### config.mk
export PLATFORM = sky130hd
export DESIGN_NAME = sch_device_flat
export DESIGN_NICKNAME = d
export VERILOG_FILES = /design/src/include/sch_pkg.sv /design/src/include/sch_link_if.sv /design/src/core/sch_device.sv /design/src/flat_wrapper.sv
export VERILOG_INCLUDE_DIRS = /design/src /design/src/include
export SDC_FILE = /design/constraint.sdc
export NUM_CORES = 1
export LEC_CHECK = 0
export ABC_AREA = 1
export BUFFER_PORTS_ARGS = -buffer_cell sky130_fd_sc_hd__buf_2
export CAP_MARGIN = 0
export CORE_MARGIN = 2
export CORE_UTILIZATION = 65
export CTS_BUF_LIST = sky130_fd_sc_hd__clkbuf_8
export DETAILED_ROUTE_END_ITERATION = 7
export GPL_TIMING_DRIVEN = 0
export HOLD_SLACK_MARGIN = 0.15
export PLACE_DENSITY = 0.9
export SKIP_CTS_REPAIR_TIMING = 1
export SLEW_MARGIN = 10
export SYNTH_ARGS = -nofsm -noshare
export SYNTH_HDL_FRONTEND = slang
export SYNTH_SLANG_ARGS = --single-unit
### constraint.sdc
create_clock -name hclk -period 3.3 [get_ports hclk]
set_input_delay 0 -clock hclk [delete_from_list [all_inputs] [get_ports hclk]]
set_output_delay 0 -clock hclk [all_outputs]
set_load 0.01 [all_outputs]
### src/include/sch_map.svh
// Frame codes, settings indexes, reset values and register offsets
`ifndef SCH_MAP_SVH
`define SCH_MAP_SVH
`define SCH_SOF 8'h02
`define SCH_CMD_READ_REQ 8'h10
`define SCH_CMD_WRITE_REQ 8'h11
`define SCH_CNF_OFFSET 8'h40
`define SCH_CMD_READ_CNF 8'h50
`define SCH_CMD_WRITE_CNF 8'h51
`define SCH_ST_OK 8'h00
`define SCH_ST_FAIL 8'h01
`define SCH_IDX_SECURITY 8'h0C
`define SCH_IDX_SCAN 8'h0D
`define SCH_IDX_PERIPH_SEC 8'h2C
`define SCH_RST_SECURITY 8'h00
`define SCH_RST_SCAN 8'h00
`define SCH_RST_PERIPH_SEC 8'h0B
`define SCH_SEC_METHOD_MSB 2
`define SCH_SEC_BOND_BIT 3
`define SCH_METHOD_STATIC 3'h3
`define SCH_METHOD_LESC_NUM 3'h4
`define SCH_METHOD_LESC_KEY 3'h5
`define SCH_SCAN_ACTIVE_BIT 0
`define SCH_BEACON_RAW 8'h02
`define SCH_BOND_MAX_PEERS 6'h20
`define SCH_HDR_BYTES 16'h0004
`define SCH_OFF_CMD 32'h0000_0000
`define SCH_OFF_ARG 32'h0000_0004
`define SCH_OFF_STATUS 32'h0000_0008
`endif

### src/include/sch_pkg.sv
// Types shared by both ends of the settings link
package sch_pkg;
   typedef logic [7:0] sch_byte_t;
   typedef enum logic [2:0] {
      SCH_RX_START = 3'h0,
      SCH_RX_CMD = 3'h1,
      SCH_RX_LEN_LO = 3'h3,
      SCH_RX_LEN_HI = 3'h2,
      SCH_RX_PAYLOAD = 3'h6,
      SCH_RX_CHECK = 3'h7
   } sch_rx_state_t;
endpackage

### src/include/sch_link_if.sv
// Byte link between the settings host and the device
`timescale 1ns/10ps
`default_nettype none
interface sch_link_if;
   logic [7:0] h2d_data;
   logic h2d_valid;
   logic h2d_ready;
   logic [7:0] d2h_data;
   logic d2h_valid;
   logic d2h_ready;
   modport dev (input h2d_data, input h2d_valid, output h2d_ready,
      output d2h_data, output d2h_valid, input d2h_ready);
   modport host (output h2d_data, output h2d_valid, input h2d_ready,
      input d2h_data, input d2h_valid, output d2h_ready);
endinterface
`default_nettype wire

### src/core/sch_device.sv
// Settings command handler, device end
//
// Overview of operation
// - Frames: 0x02, command, length LSB first, payload, check
// - Host writes settings with request 0x11
// - Write confirm 0x51, length one, status 0x00, or 0x01 on refusal
// - Host reads settings with request 0x10, length one
// - Read confirm 0x50: status then one value byte, no value byte on refusal
// - Security setting at index 0x0C, 0x0B static+bond
// - Peripheral-only security at index 44, default 11
// - Peripheral-only rejects elliptic-curve key methods
// - Scan setting index 13, default 0, bit0 only
// - Host sums chosen scan bits into one value
// - Scan bit0 makes started scans active
// - Beacons force active scan, except raw beacon output
// - Security bits 2:0 pick method, 0x3 static key
// - Security bit3 enables bonding, up to 32 peers
`timescale 1ns/10ps
`default_nettype none
`include "sch_map.svh"
module sch_device (
   // Clock and reset
   input wire logic hclk,
   input wire logic hresetn,
   // Link
   sch_link_if.dev link,
   // Radio side
   input wire logic scan_begin_request,
   input wire logic adv_received,
   input wire logic [7:0] beacon_receive_config,
   input wire logic bond_add,
   output logic [2:0] pairing_method,
   output logic bond_store_enable,
   output logic [2:0] periph_pairing_method,
   output logic periph_bond_enable,
   output logic scan_running,
   output logic scan_request,
   output logic [5:0] bond_count
);
   import sch_pkg::*;

   // Method legal for the mode; reserved codes refused
   function automatic logic method_ok(input sch_byte_t v, input logic periph);
      method_ok = (v[`SCH_SEC_METHOD_MSB:0] <= `SCH_METHOD_LESC_KEY) &&
         !(periph && (v[`SCH_SEC_METHOD_MSB:0] == `SCH_METHOD_LESC_NUM ||
         v[`SCH_SEC_METHOD_MSB:0] == `SCH_METHOD_LESC_KEY));
   endfunction

   sch_rx_state_t rx_state_reg;
   sch_byte_t rx_cmd_reg;
   sch_byte_t rx_idx_reg;
   sch_byte_t rx_val_reg;
   sch_byte_t rx_chk_reg;
   logic [15:0] rx_len_reg;
   logic [15:0] rx_cnt_reg;
   logic rx_ready_reg;
   logic exec_reg;
   sch_byte_t security_config_reg;
   sch_byte_t scan_behaviour_reg;
   sch_byte_t periph_only_security_reg;
   sch_byte_t tx_cmd_reg;
   sch_byte_t tx_status_reg;
   sch_byte_t tx_val_reg;
   sch_byte_t tx_data_reg;
   sch_byte_t tx_chk_reg;
   logic [15:0] tx_len_reg;
   logic [15:0] tx_pos_reg;
   logic tx_valid_reg;
   logic scan_active_mode_reg;
   logic scan_running_reg;
   logic scan_request_reg;
   logic [5:0] bond_count_reg;
   logic rx_fire;
   logic tx_fire;
   logic len_ok;
   logic idx_ok;
   logic wr_ok;
   sch_byte_t rd_val;
   sch_byte_t resp_status;
   logic [15:0] tx_pos_next;
   logic active_scan;

   assign rx_fire = link.h2d_valid && rx_ready_reg;
   assign tx_fire = tx_valid_reg && link.d2h_ready;
   assign link.h2d_ready = rx_ready_reg;
   assign link.d2h_data = tx_data_reg;
   assign link.d2h_valid = tx_valid_reg;

   always_ff @(posedge hclk or negedge hresetn) begin
      if (!hresetn) begin
         rx_state_reg <= SCH_RX_START;
         rx_cmd_reg <= 8'h00;
         rx_idx_reg <= 8'h00;
         rx_val_reg <= 8'h00;
         rx_chk_reg <= 8'h00;
         rx_len_reg <= 16'h0000;
         rx_cnt_reg <= 16'h0000;
         exec_reg <= 1'b0;
      end else begin
         exec_reg <= 1'b0;
         if (rx_fire) begin
            rx_chk_reg <= rx_chk_reg ^ link.h2d_data;
            case (rx_state_reg)
               SCH_RX_START: begin
                  rx_chk_reg <= link.h2d_data;
                  if (link.h2d_data == `SCH_SOF) begin
                     rx_state_reg <= SCH_RX_CMD;
                  end
               end
               SCH_RX_CMD: begin
                  rx_cmd_reg <= link.h2d_data;
                  rx_state_reg <= SCH_RX_LEN_LO;
               end
               SCH_RX_LEN_LO: begin
                  rx_len_reg[7:0] <= link.h2d_data;
                  rx_state_reg <= SCH_RX_LEN_HI;
               end
               SCH_RX_LEN_HI: begin
                  rx_len_reg[15:8] <= link.h2d_data;
                  rx_cnt_reg <= 16'h0000;
                  if ({link.h2d_data, rx_len_reg[7:0]} == 16'h0000) begin
                     rx_state_reg <= SCH_RX_CHECK;
                  end else begin
                     rx_state_reg <= SCH_RX_PAYLOAD;
                  end
               end
               SCH_RX_PAYLOAD: begin
                  if (rx_cnt_reg == 16'h0000) begin
                     rx_idx_reg <= link.h2d_data;
                  end
                  if (rx_cnt_reg == 16'h0001) begin
                     rx_val_reg <= link.h2d_data;
                  end
                  rx_cnt_reg <= rx_cnt_reg + 16'h0001;
                  if (rx_cnt_reg + 16'h0001 == rx_len_reg) begin
                     rx_state_reg <= SCH_RX_CHECK;
                  end
               end
               SCH_RX_CHECK: begin
                  rx_state_reg <= SCH_RX_START;
                  exec_reg <= (rx_chk_reg == link.h2d_data) &&
                     (rx_cmd_reg == `SCH_CMD_WRITE_REQ ||
                     rx_cmd_reg == `SCH_CMD_READ_REQ);
               end
               default: rx_state_reg <= SCH_RX_START;
            endcase
         end
      end
   end

   // Command decode for the frame just checked
   always_comb begin
      idx_ok = (rx_idx_reg == `SCH_IDX_SECURITY) || (rx_idx_reg == `SCH_IDX_SCAN) ||
         (rx_idx_reg == `SCH_IDX_PERIPH_SEC);
      len_ok = (rx_cmd_reg == `SCH_CMD_WRITE_REQ) ? (rx_len_reg == 16'h0002) :
         (rx_len_reg == 16'h0001);
      wr_ok = 1'b1;
      rd_val = 8'h00;
      case (rx_idx_reg)
         `SCH_IDX_SECURITY: begin
            rd_val = security_config_reg;
            wr_ok = method_ok(rx_val_reg, 1'b0);
         end
         `SCH_IDX_PERIPH_SEC: begin
            rd_val = periph_only_security_reg;
            wr_ok = method_ok(rx_val_reg, 1'b1);
         end
         `SCH_IDX_SCAN: rd_val = scan_behaviour_reg;
         default: rd_val = 8'h00;
      endcase
      if (rx_cmd_reg == `SCH_CMD_WRITE_REQ) begin
         resp_status = (len_ok && idx_ok && wr_ok) ? `SCH_ST_OK : `SCH_ST_FAIL;
      end else begin
         resp_status = (len_ok && idx_ok) ? `SCH_ST_OK : `SCH_ST_FAIL;
      end
   end

   // Settings storage
   always_ff @(posedge hclk or negedge hresetn) begin
      if (!hresetn) begin
         security_config_reg <= `SCH_RST_SECURITY;
         scan_behaviour_reg <= `SCH_RST_SCAN;
         periph_only_security_reg <= `SCH_RST_PERIPH_SEC;
      end else if (exec_reg && rx_cmd_reg == `SCH_CMD_WRITE_REQ &&
         resp_status == `SCH_ST_OK) begin
         case (rx_idx_reg)
            `SCH_IDX_SECURITY: security_config_reg <= rx_val_reg;
            `SCH_IDX_PERIPH_SEC: periph_only_security_reg <= rx_val_reg;
            `SCH_IDX_SCAN: scan_behaviour_reg <= {7'h00, rx_val_reg[`SCH_SCAN_ACTIVE_BIT]};
            default: security_config_reg <= security_config_reg;
         endcase
      end
   end

   // Confirmation sender; intake stalls until the answer is out
   always_comb begin
      tx_pos_next = tx_pos_reg + 16'h0001;
   end

   always_ff @(posedge hclk or negedge hresetn) begin
      if (!hresetn) begin
         tx_cmd_reg <= 8'h00;
         tx_status_reg <= 8'h00;
         tx_val_reg <= 8'h00;
         tx_data_reg <= 8'h00;
         tx_chk_reg <= 8'h00;
         tx_len_reg <= 16'h0000;
         tx_pos_reg <= 16'h0000;
         tx_valid_reg <= 1'b0;
         rx_ready_reg <= 1'b1;
      end else if (rx_fire && rx_state_reg == SCH_RX_CHECK) begin
         rx_ready_reg <= 1'b0;
      end else if (exec_reg) begin
         tx_cmd_reg <= rx_cmd_reg + `SCH_CNF_OFFSET;
         tx_status_reg <= resp_status;
         tx_val_reg <= rd_val;
         tx_len_reg <= (rx_cmd_reg == `SCH_CMD_READ_REQ && resp_status == `SCH_ST_OK) ?
            16'h0002 : 16'h0001;
         tx_pos_reg <= 16'h0000;
         tx_data_reg <= `SCH_SOF;
         tx_valid_reg <= 1'b1;
      end else if (tx_fire) begin
         tx_pos_reg <= tx_pos_next;
         tx_chk_reg <= (tx_pos_reg == 16'h0000) ? tx_data_reg : tx_chk_reg ^ tx_data_reg;
         if (tx_pos_reg == `SCH_HDR_BYTES + tx_len_reg) begin
            tx_valid_reg <= 1'b0;
            rx_ready_reg <= 1'b1;
         end else if (tx_pos_next == `SCH_HDR_BYTES + tx_len_reg) begin
            tx_data_reg <= tx_chk_reg ^ tx_data_reg;
         end else begin
            case (tx_pos_next)
               16'h0001: tx_data_reg <= tx_cmd_reg;
               16'h0002: tx_data_reg <= tx_len_reg[7:0];
               16'h0003: tx_data_reg <= tx_len_reg[15:8];
               16'h0004: tx_data_reg <= tx_status_reg;
               default: tx_data_reg <= tx_val_reg;
            endcase
         end
      end else if (!tx_valid_reg && !exec_reg && rx_state_reg != SCH_RX_CHECK) begin
         rx_ready_reg <= 1'b1;
      end
   end

   // Beacons force active, raw output excepted
   assign active_scan = scan_behaviour_reg[`SCH_SCAN_ACTIVE_BIT] ||
      (beacon_receive_config != 8'h00 && beacon_receive_config != `SCH_BEACON_RAW);

   always_ff @(posedge hclk or negedge hresetn) begin
      if (!hresetn) begin
         scan_running_reg <= 1'b0;
         scan_active_mode_reg <= 1'b0;
         scan_request_reg <= 1'b0;
      end else begin
         if (scan_begin_request) begin
            scan_running_reg <= 1'b1;
            scan_active_mode_reg <= active_scan;
         end
         scan_request_reg <= scan_running_reg && scan_active_mode_reg && adv_received;
      end
   end

   // Bond table fills to 32 peers
   always_ff @(posedge hclk or negedge hresetn) begin
      if (!hresetn) begin
         bond_count_reg <= 6'h00;
      end else if (bond_add && security_config_reg[`SCH_SEC_BOND_BIT] &&
         bond_count_reg != `SCH_BOND_MAX_PEERS) begin
         bond_count_reg <= bond_count_reg + 6'h01;
      end
   end

   assign pairing_method = security_config_reg[`SCH_SEC_METHOD_MSB:0];
   assign bond_store_enable = security_config_reg[`SCH_SEC_BOND_BIT];
   assign periph_pairing_method = periph_only_security_reg[`SCH_SEC_METHOD_MSB:0];
   assign periph_bond_enable = periph_only_security_reg[`SCH_SEC_BOND_BIT];
   assign scan_running = scan_running_reg;
   assign scan_request = scan_request_reg;
   assign bond_count = bond_count_reg;
endmodule // sch_device
`default_nettype wire

### src/flat_wrapper.sv
// flat-port wrapper written by rule: the top's interface ports become plain ports
module sch_device_flat import sch_pkg::*;
  (hclk, hresetn, scan_begin_request, adv_received, beacon_receive_config, bond_add, pairing_method, bond_store_enable, periph_pairing_method, periph_bond_enable, scan_running, scan_request, bond_count, link_h2d_data, link_h2d_valid, link_h2d_ready, link_d2h_data, link_d2h_valid, link_d2h_ready);
  sch_link_if link_i ();
  input wire logic hclk;
  input wire logic hresetn;
  input wire logic scan_begin_request;
  input wire logic adv_received;
  input wire logic [7:0] beacon_receive_config;
  input wire logic bond_add;
  output logic [2:0] pairing_method;
  output logic bond_store_enable;
  output logic [2:0] periph_pairing_method;
  output logic periph_bond_enable;
  output logic scan_running;
  output logic scan_request;
  output logic [5:0] bond_count;
  input wire logic [$bits(link_i.h2d_data)-1:0] link_h2d_data;
  input wire logic [$bits(link_i.h2d_valid)-1:0] link_h2d_valid;
  output wire logic [$bits(link_i.h2d_ready)-1:0] link_h2d_ready;
  output wire logic [$bits(link_i.d2h_data)-1:0] link_d2h_data;
  output wire logic [$bits(link_i.d2h_valid)-1:0] link_d2h_valid;
  input wire logic [$bits(link_i.d2h_ready)-1:0] link_d2h_ready;
  assign link_i.h2d_data = link_h2d_data;
  assign link_i.h2d_valid = link_h2d_valid;
  assign link_h2d_ready = link_i.h2d_ready;
  assign link_d2h_data = link_i.d2h_data;
  assign link_d2h_valid = link_i.d2h_valid;
  assign link_i.d2h_ready = link_d2h_ready;
  sch_device u_core (.hclk(hclk), .hresetn(hresetn), .link(link_i), .scan_begin_request(scan_begin_request), .adv_received(adv_received), .beacon_receive_config(beacon_receive_config), .bond_add(bond_add), .pairing_method(pairing_method), .bond_store_enable(bond_store_enable), .periph_pairing_method(periph_pairing_method), .periph_bond_enable(periph_bond_enable), .scan_running(scan_running), .scan_request(scan_request), .bond_count(bond_count));
endmodule
* Word-level counts from Yosys, hierarchy flattened
Cells that the tools add are included.
Operators by class: add/subtract/negate cells 5, multipliers 0, div/mod/pow operators 0, order comparisons 1, equal/unequal tests 32, shift-type cells 0, mux-type cells 31, bitwise operators 4, reduce and logical (&&, ||, !) cells 51
Operators by type and width (count):
- two-way mux 8 bit | 7
- == test 16 x 1 -> 1 bit, second input constant | 3
- == test 16 bit | 3
- == test 16 x 2 -> 1 bit, second input constant | 3
- logical NOT 16 bit | 3
- adder 16 x 1 -> 16 bit, second input constant | 2
- two-way mux 16 bit | 2
- one-hot mux 16 bit (2 select lines) | 1
- one-hot mux 8 bit (4 select lines) | 1
- one-hot mux 8 bit (3 select lines) | 1
- AND reduction 3 bit | 7
- AND reduction 2 bit | 9
- logical AND 1 bit | 17
- adder 3 x 16 -> 16 bit, first input constant | 1
- == test 16 x 3 -> 1 bit, second input constant | 1
- == test 8 x 4 -> 1 bit, second input constant | 2
- == test 8 x 5 -> 1 bit, second input constant | 2
- bitwise XOR 8 bit | 2
- one-hot mux 3 bit (5 select lines) | 1
- two-way mux 1 bit | 14
- == test 3 bit, second input constant | 4
- adder 8 x 7 -> 8 bit, second input constant | 1
- == test 8 x 2 -> 1 bit, second input constant | 1
- == test 8 x 6 -> 1 bit, second input constant | 1
- other kinds (21) | 35
Word-level totals: register bits after elaboration 168, bits in latches 0, memory bits (writable) 0, bits in read-only memories 0, input bits 23, output and inout bits 26, logic and storage cells 149, memories 0

* Longest topological paths before layout
Gate-level depths: netlist of run 1.
depth after elaboration 11, depth in mapped cells 17, mapped depth without buffers 17

* Worst setup path before layout of run 1
Ideal clock, no wire load.
path type register to register, from register u_core.tx_pos_reg[0], to register u_core.tx_data_reg[1], in the netlist u_core.link.d2h_data[1], library setup time 0.073 ns, data arrival time 1.917 ns, setup slack 1.310 ns, stages on the path, launching flop included 16, path buffers 1, clock period less this slack 1.990 ns, cells stage by stage dfrtp_1 ha_1 nand3_2 inv_2 nand2_2 xor2_2 nor2_4 nand2_4 nor2_8 buf_8 nand3_2 nand2_1 inv_1 nand2_1 nand2_1 a21oi_2
Between the ends: cells in the longest elaborated chain, start to end 7, elaborated cells on any way between the ends 14, classes of those cells add/sub (1); eq/ne (7); mux (5); reduce/logical (1)
Ends and longest elaborated chain:
- from (decl) | line sch_device.sv:67 | logic [15:0] tx_pos_reg;
- from (signal assigned) | line sch_device.sv:223 | tx_pos_reg <= tx_pos_next;
- adder 16 x 1 -> 16 bit | line sch_device.sv:197 | tx_pos_next = tx_pos_reg + 16'h0001;
- == test 16 x 3 -> 1 bit, or another cell as far along | line sch_device.sv:231 | case (tx_pos_next)
- one-hot mux 8 bit (4 select lines) | line sch_device.sv:231
- two-way mux 8 bit | line sch_device.sv:228 | end else if (tx_pos_next == `SCH_HDR_BYTES + tx_len_reg) begin
- two-way mux 8 bit | line sch_device.sv:225 | if (tx_pos_reg == `SCH_HDR_BYTES + tx_len_reg) begin
- two-way mux 8 bit | line sch_device.sv:222 | end else if (tx_fire) begin
- two-way mux 8 bit | line sch_device.sv:213 | end else if (exec_reg) begin
- to (signal assigned) | line sch_device.sv:229 | tx_data_reg <= tx_chk_reg ^ tx_data_reg;
- to (signal assigned) | line sch_device.sv:232 | 16'h0001: tx_data_reg <= tx_cmd_reg;
- to (signal assigned) | line sch_device.sv:233 | 16'h0002: tx_data_reg <= tx_len_reg[7:0];
- to (decl) | line sch_device.sv:64 | sch_byte_t tx_data_reg;
Several ways; a longest one is shown, not always the timed one. The select of a mux whose other input is x is not followed. A chain may end at the register's enable or synchronous reset.

* Worst setup path after layout of run 1
from register u_core.rx_len_reg[5], to register u_core.periph_only_security_reg[7]
Between the ends: cells in the longest elaborated chain, start to end 9, elaborated cells on any way between the ends 11, classes of those cells eq/ne (2); mux (4); reduce/logical (5)
Ends and longest elaborated chain:
- from (decl) | line sch_device.sv:54 | logic [15:0] rx_len_reg;
- from (signal assigned) | line sch_device.sv:115 | rx_len_reg[7:0] <= link.h2d_data;
- == test 16 x 1 -> 1 bit or == test 16 x 2 -> 1 bit (tied branches) | line sch_device.sv:156, sch_device.sv:155
- two-way mux 1 bit * | line sch_device.sv:155 | len_ok = (rx_cmd_reg == `SCH_CMD_WRITE_REQ) ? (rx_len_reg == 16'h0002) :
- logical AND 1 bit * | line sch_device.sv:172, sch_device.sv:174
- logical AND 1 bit | line sch_device.sv:172 | resp_status = (len_ok && idx_ok && wr_ok) ? `SCH_ST_OK : `SCH_ST_FAIL;
- two-way mux 1 bit (no line)
- two-way mux 8 bit * | line sch_device.sv:171 | if (rx_cmd_reg == `SCH_CMD_WRITE_REQ) begin
- logical NOT 8 bit (no line) *
- logical AND 1 bit (no line) *
- AND reduction 2 bit (no line) *
- to (signal assigned) | line sch_device.sv:183 | periph_only_security_reg <= `SCH_RST_PERIPH_SEC;
- to (signal assigned) | line sch_device.sv:188 | `SCH_IDX_PERIPH_SEC: periph_only_security_reg <= rx_val_reg;
- to (decl) | line sch_device.sv:60 | sch_byte_t periph_only_security_reg;
Mark *: on every way between the ends. The rest lies on a longest branch, timed or not.

==> impl_metrics.tcl, run 1 <==
set metrics [dict create \
    syn_inst 982 \
    initial_utilization 0.657 \
    viasPerCell 5.68 \
    fmax_mhz 387 \
    min_to "u_core.rx_cnt_reg[3]$_DFFE_PN0P_" \
    grt_max_degree 96 \
    postPlaceCellArea_um2 8260 \
    hold_class "in -> reg" \
    vias 6968 \
    cts-root-buf "clkbuf_8" \
    worst-path-stages 9 \
    coreArea_um2 11900 \
    dp_hpwl_mm 13.3 \
    drt_iter0_drc 833 \
    critical-path-slowest-cell "nor4_1" \
    ys_warn_count 0 \
    track_usage 0.306 \
    endpoint_kind "flop" \
    nets 1101 \
    startpoint_type "flop" \
    grt_antenna_before_repair 0 \
    fin_tns_setup_ps 0 \
    criticalPathCategory "reg -> reg" \
    worstPathRequired_ps 3680 \
    slew_headroom 0.406 \
    power_w 0.00647 \
    clk-insertion-delay-late_ps 460 \
    chipWidth_um 114 \
    cts_max_level 4 \
    area_growth_pct 13.9 \
    r2r_cells 9 \
    drv_slew 0 \
    synth_cell_types 43 \
    p_sw_frac 0.391 \
    synth-edff-count 0 \
    ant_nets 0 \
    max-cap-violations 0 \
    critPathMaxStageDelay_ps 480 \
    numClockSinks 147 \
    finalClockSkew_ps 13.2 \
    layout_commonest_cell "nand2_1" \
    layout-drive-gt1-share 0.122 \
    routedWlPerCell_um 15.4 \
    r2r_start "u_core.rx_len_reg[5]$_DFFE_PN0P_" \
    ys_ff_latch 147 \
    grt_pass1_wl_mm 31.0 \
    stdcell_area_um2 8880 \
    ys_dominant_reg_cell "dfrtp_1" \
    syn_area_um2 7800 \
    ir_drop_v 0.000573 \
    dr.pass1.iters 5 \
    cts_buffer_depth 2 \
    power_frac_seq 0.414 \
    cp.arrival_ps 2960 \
    global_route.overflow_total 0 \
    rows 40 \
    p_switching_w 0.00253 \
    holdCritStartpoint "link_h2d_valid" \
    setup_viol 0 \
    layout_common_cells "nand2_1 (277), dfrtp_1 (143), inv_1 (114), o21ai_0 (88), nor2_1 (64)" \
    die-area_um2 12900 \
    holdPathStages 5 \
    crit_start "u_core.rx_len_reg[5]$_DFFE_PN0P_" \
    crit-reg2reg-capture "u_core.periph_only_security_reg[7]$_DFFE_PN0P_" \
    diodes 0 \
    crit_family "simple AND/OR/NAND/NOR gates" \
    path_clk_slew_ps 80 \
    cts_made_buffers 17 \
    grt_pass1_vias 6591 \
    p_int_w 0.00394 \
    worst-path-buf-inv 1 \
    fill_cells 853 \
    rsz0062_at_grt "no" \
    ys_seq_area_frac 0.472 \
    crit_top_cell "nand2_1" \
    gp_congestion 0.905 \
    cp_max_fo 10 \
    p_leak_nw 4.31 \
    syn_area_per_cell_um2 7.94 \
    pwr-share-comb 0.351 \
    portBuffers 47 \
    routed_wl_mm 18.8 \
    synthesis.nets 1016 \
    ff2ff_setup_slack_ps 720 \
    cts_tree "built" \
    worstMarginPinSlew_ps 879 \
    pwr_density_cell_nw_per_um2 729 \
    fin_crit_ps 2580 \
    drc 0 \
    finalCritPeriodShare 0.783 \
    p_clk_frac 0.235 \
    status "finished clean" \
    final-hold-violation-count 0 \
    synthArstFlopShare 1.00 \
    io_pins 49 \
    fp.dieH_um 114 \
    crit_chain "nor4_1 > nand2_1 > nor3_1 > a21boi_1 > nand2_1 > nor2_2 > buf_4 > nand2_1 > o21ai_1" \
]
-- logic make-up (layout without fill, tap and decap cells) --
kind of cell | count (synthesis) | after routing | share of synthesized area
and+or+nand+nor | 484 | 484 | 0.277
AOI/OAI and AO/OA | 156 | 156 | 0.110
DFF | 147 | 147 | 0.472
buffers and inverters | 141 | 239 | 0.0735
xor gates and xnor gates | 43 | 43 | 0.0502
adders and majority gates | 11 | 11 | 0.0176
-- tightest hold or removal path: stages --
cell	delay, ps
buf_2	100
nand2_1	260
nor2_1	190
nand2_1	70
o21ai_0	60
-- stage by stage --
| stage | utilization | instances | hold WS, ps | setup WS, ps |
|---|---|---|---|---|
| after floorplan | - | 982 | -296 | 1310 |
| after global placement | 0.693 | 1176 | 224 | 205 |
| after detailed placement | 0.696 | 1177 | -66.5 | 794 |
| after CTS | 0.732 | 1209 | -555 | 777 |
| after global routing | 0.749 | 1227 | 294 | 458 |
| final | 0.749 | 1227 | 271 | 718 |
-- metal layers --
layer  vias up  GRT usage  share of wire
met5         -          0              0
met4         0      0.111          0.028
met3        57     0.0866          0.078
met2       279      0.473           0.48
met1      3260      0.417           0.42
li1       3372          -              -
-- cell usage after synthesis, types with 2 or more instances --
library cell | count | area [um^2]
a21oi_1 | 19 | 95.1
a22o_1 | 2 | 17.5
a31oi_1 | 2 | 12.5
buf_2 | 2 | 10.0
buf_4 | 8 | 60.1
clkbuf_1 | 13 | 48.8
dfrtp_1 | 143 | 3580
dfstp_2 | 4 | 105
ha_1 | 11 | 138
inv_1 | 111 | 417
inv_2 | 5 | 18.8
nand2_1 | 277 | 1040
nand2_2 | 5 | 31.3
nand3_1 | 62 | 310
nand3_2 | 4 | 40.0
nand3b_1 | 6 | 45.0
nand4_1 | 21 | 131
nor2_1 | 64 | 240
nor2_2 | 10 | 62.6
nor2_4 | 5 | 56.3
nor3_1 | 17 | 85.1
nor4_1 | 7 | 43.8
o21ai_0 | 88 | 440
o21ai_1 | 10 | 50.1
o21ai_2 | 2 | 17.5
o22ai_1 | 26 | 163
o311ai_0 | 2 | 17.5
xnor2_1 | 16 | 140
xor2_1 | 25 | 219
xor2_2 | 2 | 32.5
-- worst max path at each step --
stage,to,slack [ps]
after floorplan,u_core.link.d2h_data[1]$_DFFE_PN0P_,1310
after global placement,u_core.rx_cnt_reg[14]$_DFFE_PN0P_,210
after detailed placement,u_core.periph_only_security_reg[7]$_DFFE_PN0P_,790
after CTS,u_core.periph_only_security_reg[7]$_DFFE_PN0P_,780
after global routing,u_core.periph_only_security_reg[7]$_DFFE_PN0P_,460
final,u_core.periph_only_security_reg[7]$_DFFE_PN0P_,720
-- final cells by class --
| cell class | instances | area, um^2 | share of cell area |
|---|---|---|---|
| Timing Repair Buffer | 66 | 470 | 0.0530 |
| Sequential cell | 147 | 3680 | 0.415 |
| Clock buffer | 19 | 262 | 0.0294 |
| Inverter | 117 | 439 | 0.0494 |
| Buffer | 24 | 134 | 0.0151 |
| Multi-Input combinational cell | 694 | 3540 | 0.399 |
| Clock inverter | 13 | 168 | 0.0189 |
| Tap cell | 147 | 184 | 0.0207 |
-- power groups by stage --
stage	Clock, W	Sequential [W]	Combinational (W)
after floorplan	0	0.00263	0.00166
after global routing	0.00161	0.00274	0.00259
after CTS	0.00153	0.00267	0.00223
after detailed placement	0	0.00270	0.00220
final	0.00152	0.00268	0.00227
after global placement	0	0.00268	0.00212
(Power assumes the default switching activity.)
==> inputs of run 2 (changes only) <==
Settings changed: ABC_AREA 1 to 0, CORE_UTILIZATION 65 to 63, PLACE_DENSITY 0.9 to 0.87.
Clock period 3.3 ns to 2.4 ns, I/O delays scaled along.
==> impl_metrics.tcl, run 2 <==
set metrics [dict create \
    violations "DRC, setup timing" \
    io_pins 49 \
    area_growth_pct 18.3 \
    global_route.overflow_total 0 \
    cts_made_buffers 17 \
    numClockSinks 147 \
    ys_dominant_reg_cell "dfrtp_1" \
    drc 2 \
    hold_class "in -> reg" \
    startpoint_type "flop" \
    worstMarginPinSlew_ps 864 \
    diodes 0 \
    cts_buffer_depth 2 \
    drv_slew 0 \
    ir_drop_v 0.000773 \
    synth_area_leaders "dfrtp_1 (46%), mux2_2 (9.9%), xnor2_1 (3.7%)" \
    nets 889 \
    final-hold-violation-count 0 \
    criticalPathCategory "reg -> reg" \
    syn_area_um2 7760 \
    p_leak_nw 4.07 \
    fin_cells 1015 \
    r2r_start "u_core.tx_pos_reg[1]$_DFFE_PN0P_" \
    fin_tns_setup_ps -2990 \
    cts_max_level 4 \
    viasPerCell 6.63 \
    die-area_um2 13200 \
    drt_iter0_drc 922 \
    routedWlPerCell_um 21.1 \
    endpoint_kind "flop" \
    yosysMostFrequentCell "dfrtp_1" \
    synthTopCellsByCount "dfrtp_1 (143), nand2_1 (69), mux2_2 (68)" \
    grt_pass1_wl_mm 30.7 \
    fmax_mhz 357 \
    worst_hold_slack_ps 336 \
    crit_start "u_core.tx_pos_reg[1]$_DFFE_PN0P_" \
    vias 6728 \
    holdCritStartpoint "adv_received" \
    layout_commonest_cell "dfrtp_1" \
    cp_max_fo 8 \
    stdcell_area_um2 9180 \
    ant_nets 0 \
    synth-edff-count 0 \
    coreArea_um2 12000 \
    layout_common_cells "dfrtp_1 (140), mux2_2 (68), nand2_1 (67), o21ai_0 (45), nor2_1 (43)" \
    finalCritPeriodShare 1.17 \
    layout-drive-gt1-share 0.263 \
    routed_wl_mm 21.4 \
    setup_viol 10 \
    clk-insertion-delay-late_ps 470 \
    track_usage 0.296 \
    rsz0062_at_grt "yes" \
    grt_antenna_before_repair 0 \
    power_w 0.00892 \
    worstPathRequired_ps 2720 \
    syn_inst 769 \
    grt_max_degree 83 \
    initial_utilization 0.646 \
    ys_ff_latch 147 \
    dr.pass1.iters 8 \
    yosys.area.top_type_share 0.461 \
    dp_cells 956 \
    setup_ws_ps -400 \
    chipWidth_um 115 \
    postPlaceCellArea_um2 8180 \
    dp_hpwl_mm 12.7 \
    fin_crit_ps 2800 \
    synthArstFlopShare 1.00 \
    max-cap-violations 0 \
    ys_warn_count 0 \
    finalClockSkew_ps 18.8 \
    fp.dieH_um 115 \
    cts-root-buf "clkbuf_8" \
    slew_headroom 0.424 \
    syn_area_per_cell_um2 10.1 \
    portBuffers 39 \
    yosysTopAreaCell "dfrtp_1" \
    synth_cell_types 59 \
    synthesis.nets 803 \
    gp_congestion 0.948 \
    path_clk_slew_ps 90 \
    cp.arrival_ps 3120 \
    ys_seq_area_frac 0.474 \
    cts_tree "built" \
    grt_pass1_vias 6204 \
    status "finished with violations" \
    pwr_density_cell_nw_per_um2 971 \
    rows 40 \
]
-- run 2: cell types whose count changed after synthesis, sizes merged, moves of 10 or more --
| cell | change |
|---|---|
| a21o | +10 |
| a22o | +14 |
| and2 | +12 |
| clkbuf | +24 |
| inv | -82 |
| mux2 | +68 |
| mux2i | +11 |
| nand2 | -214 |
| nand3 | -38 |
| nor2 | -34 |
| nor4 | +10 |
| o21ai | -52 |
| o22ai | -25 |
| xnor2 | +17 |
-- run 2: cell families after synthesis --
| group | after synthesis | share of synthesized area |
|---|---|---|
| buffers and inverters | 85 | 0.0464 |
| XOR/XNOR | 51 | 0.0575 |
| AO/OA/AOI/OAI | 151 | 0.129 |
| flip-flops | 147 | 0.474 |
| AND/OR/NAND/NOR | 244 | 0.161 |
| adder cells (fa/ha/maj) | 12 | 0.0190 |
| multiplexers | 79 | 0.113 |
-- run 2: final cells by class --
cell class                 instances  area (um^2)
clock buffer                      17          234
tap                              147          184
buffer                            41          184
clock inverter                    15          193
multi-input combinational        537         4010
sequential                       147         3690
inverter                          34          128
timing repair buffer              77          562
fill                             680         2830
-- run 2: power breakdown --
group | switching [W] | internal (W)
clock network | 0.00104 | 0.00106
registers | 0.000668 | 0.00301
logic | 0.00176 | 0.00139
total | 0.00347 | 0.00545
-- run 2: worst max-delay path, stage by stage (launching register included) --
cell       delay, ps
dfrtp_2          450
ha_4             190
and4_4           170
a31o_1           240
a2111oi_4        480
o21ai_4          120
or4b_4           640
mux2i_2          260
o221ai_2         110
-- run 2: final timing paths --
kind / end / slack (ps) / cells past startpoint
setup reg to reg: u_core.link.d2h_data[0]$_DFFE_PN0P_ / -400 / 8
setup / recovery: u_core.link.d2h_data[0]$_DFFE_PN0P_ / -400 / 8
max in group asynchronous: u_core.tx_pos_reg[5]$_DFFE_PN0P_ / 880 / 4
min in group asynchronous: u_core.tx_pos_reg[6]$_DFFE_PN0P_ / 630 / 3
hold reg to reg: u_core.tx_cmd_reg[6]$_DFFE_PN0P_ / 490 / 1
hold / removal: u_core.scan_request$_DFF_PN0_ / 340 / 3
-- run 2: through the flow --
stage | util | worst slack (ps)
floorplan | - | -318
global placement | 0.678 | -820
detailed placement | 0.681 | -744
CTS | 0.717 | -770
global route | 0.764 | -459
finish | 0.764 | -400
-- run 2: layer usage --
| layer | track usage | part of all wire | vias to the layer above |
|---|---|---|---|
| met3 | 0.0633 | 0.074 | 100 |
| met4 | 0.0932 | 0.039 | 0 |
| met2 | 0.493 | 0.50 | 412 |
| met1 | 0.392 | 0.38 | 3282 |
| met5 | 0 | 0 | - |
| li1 | - | - | 2934 |
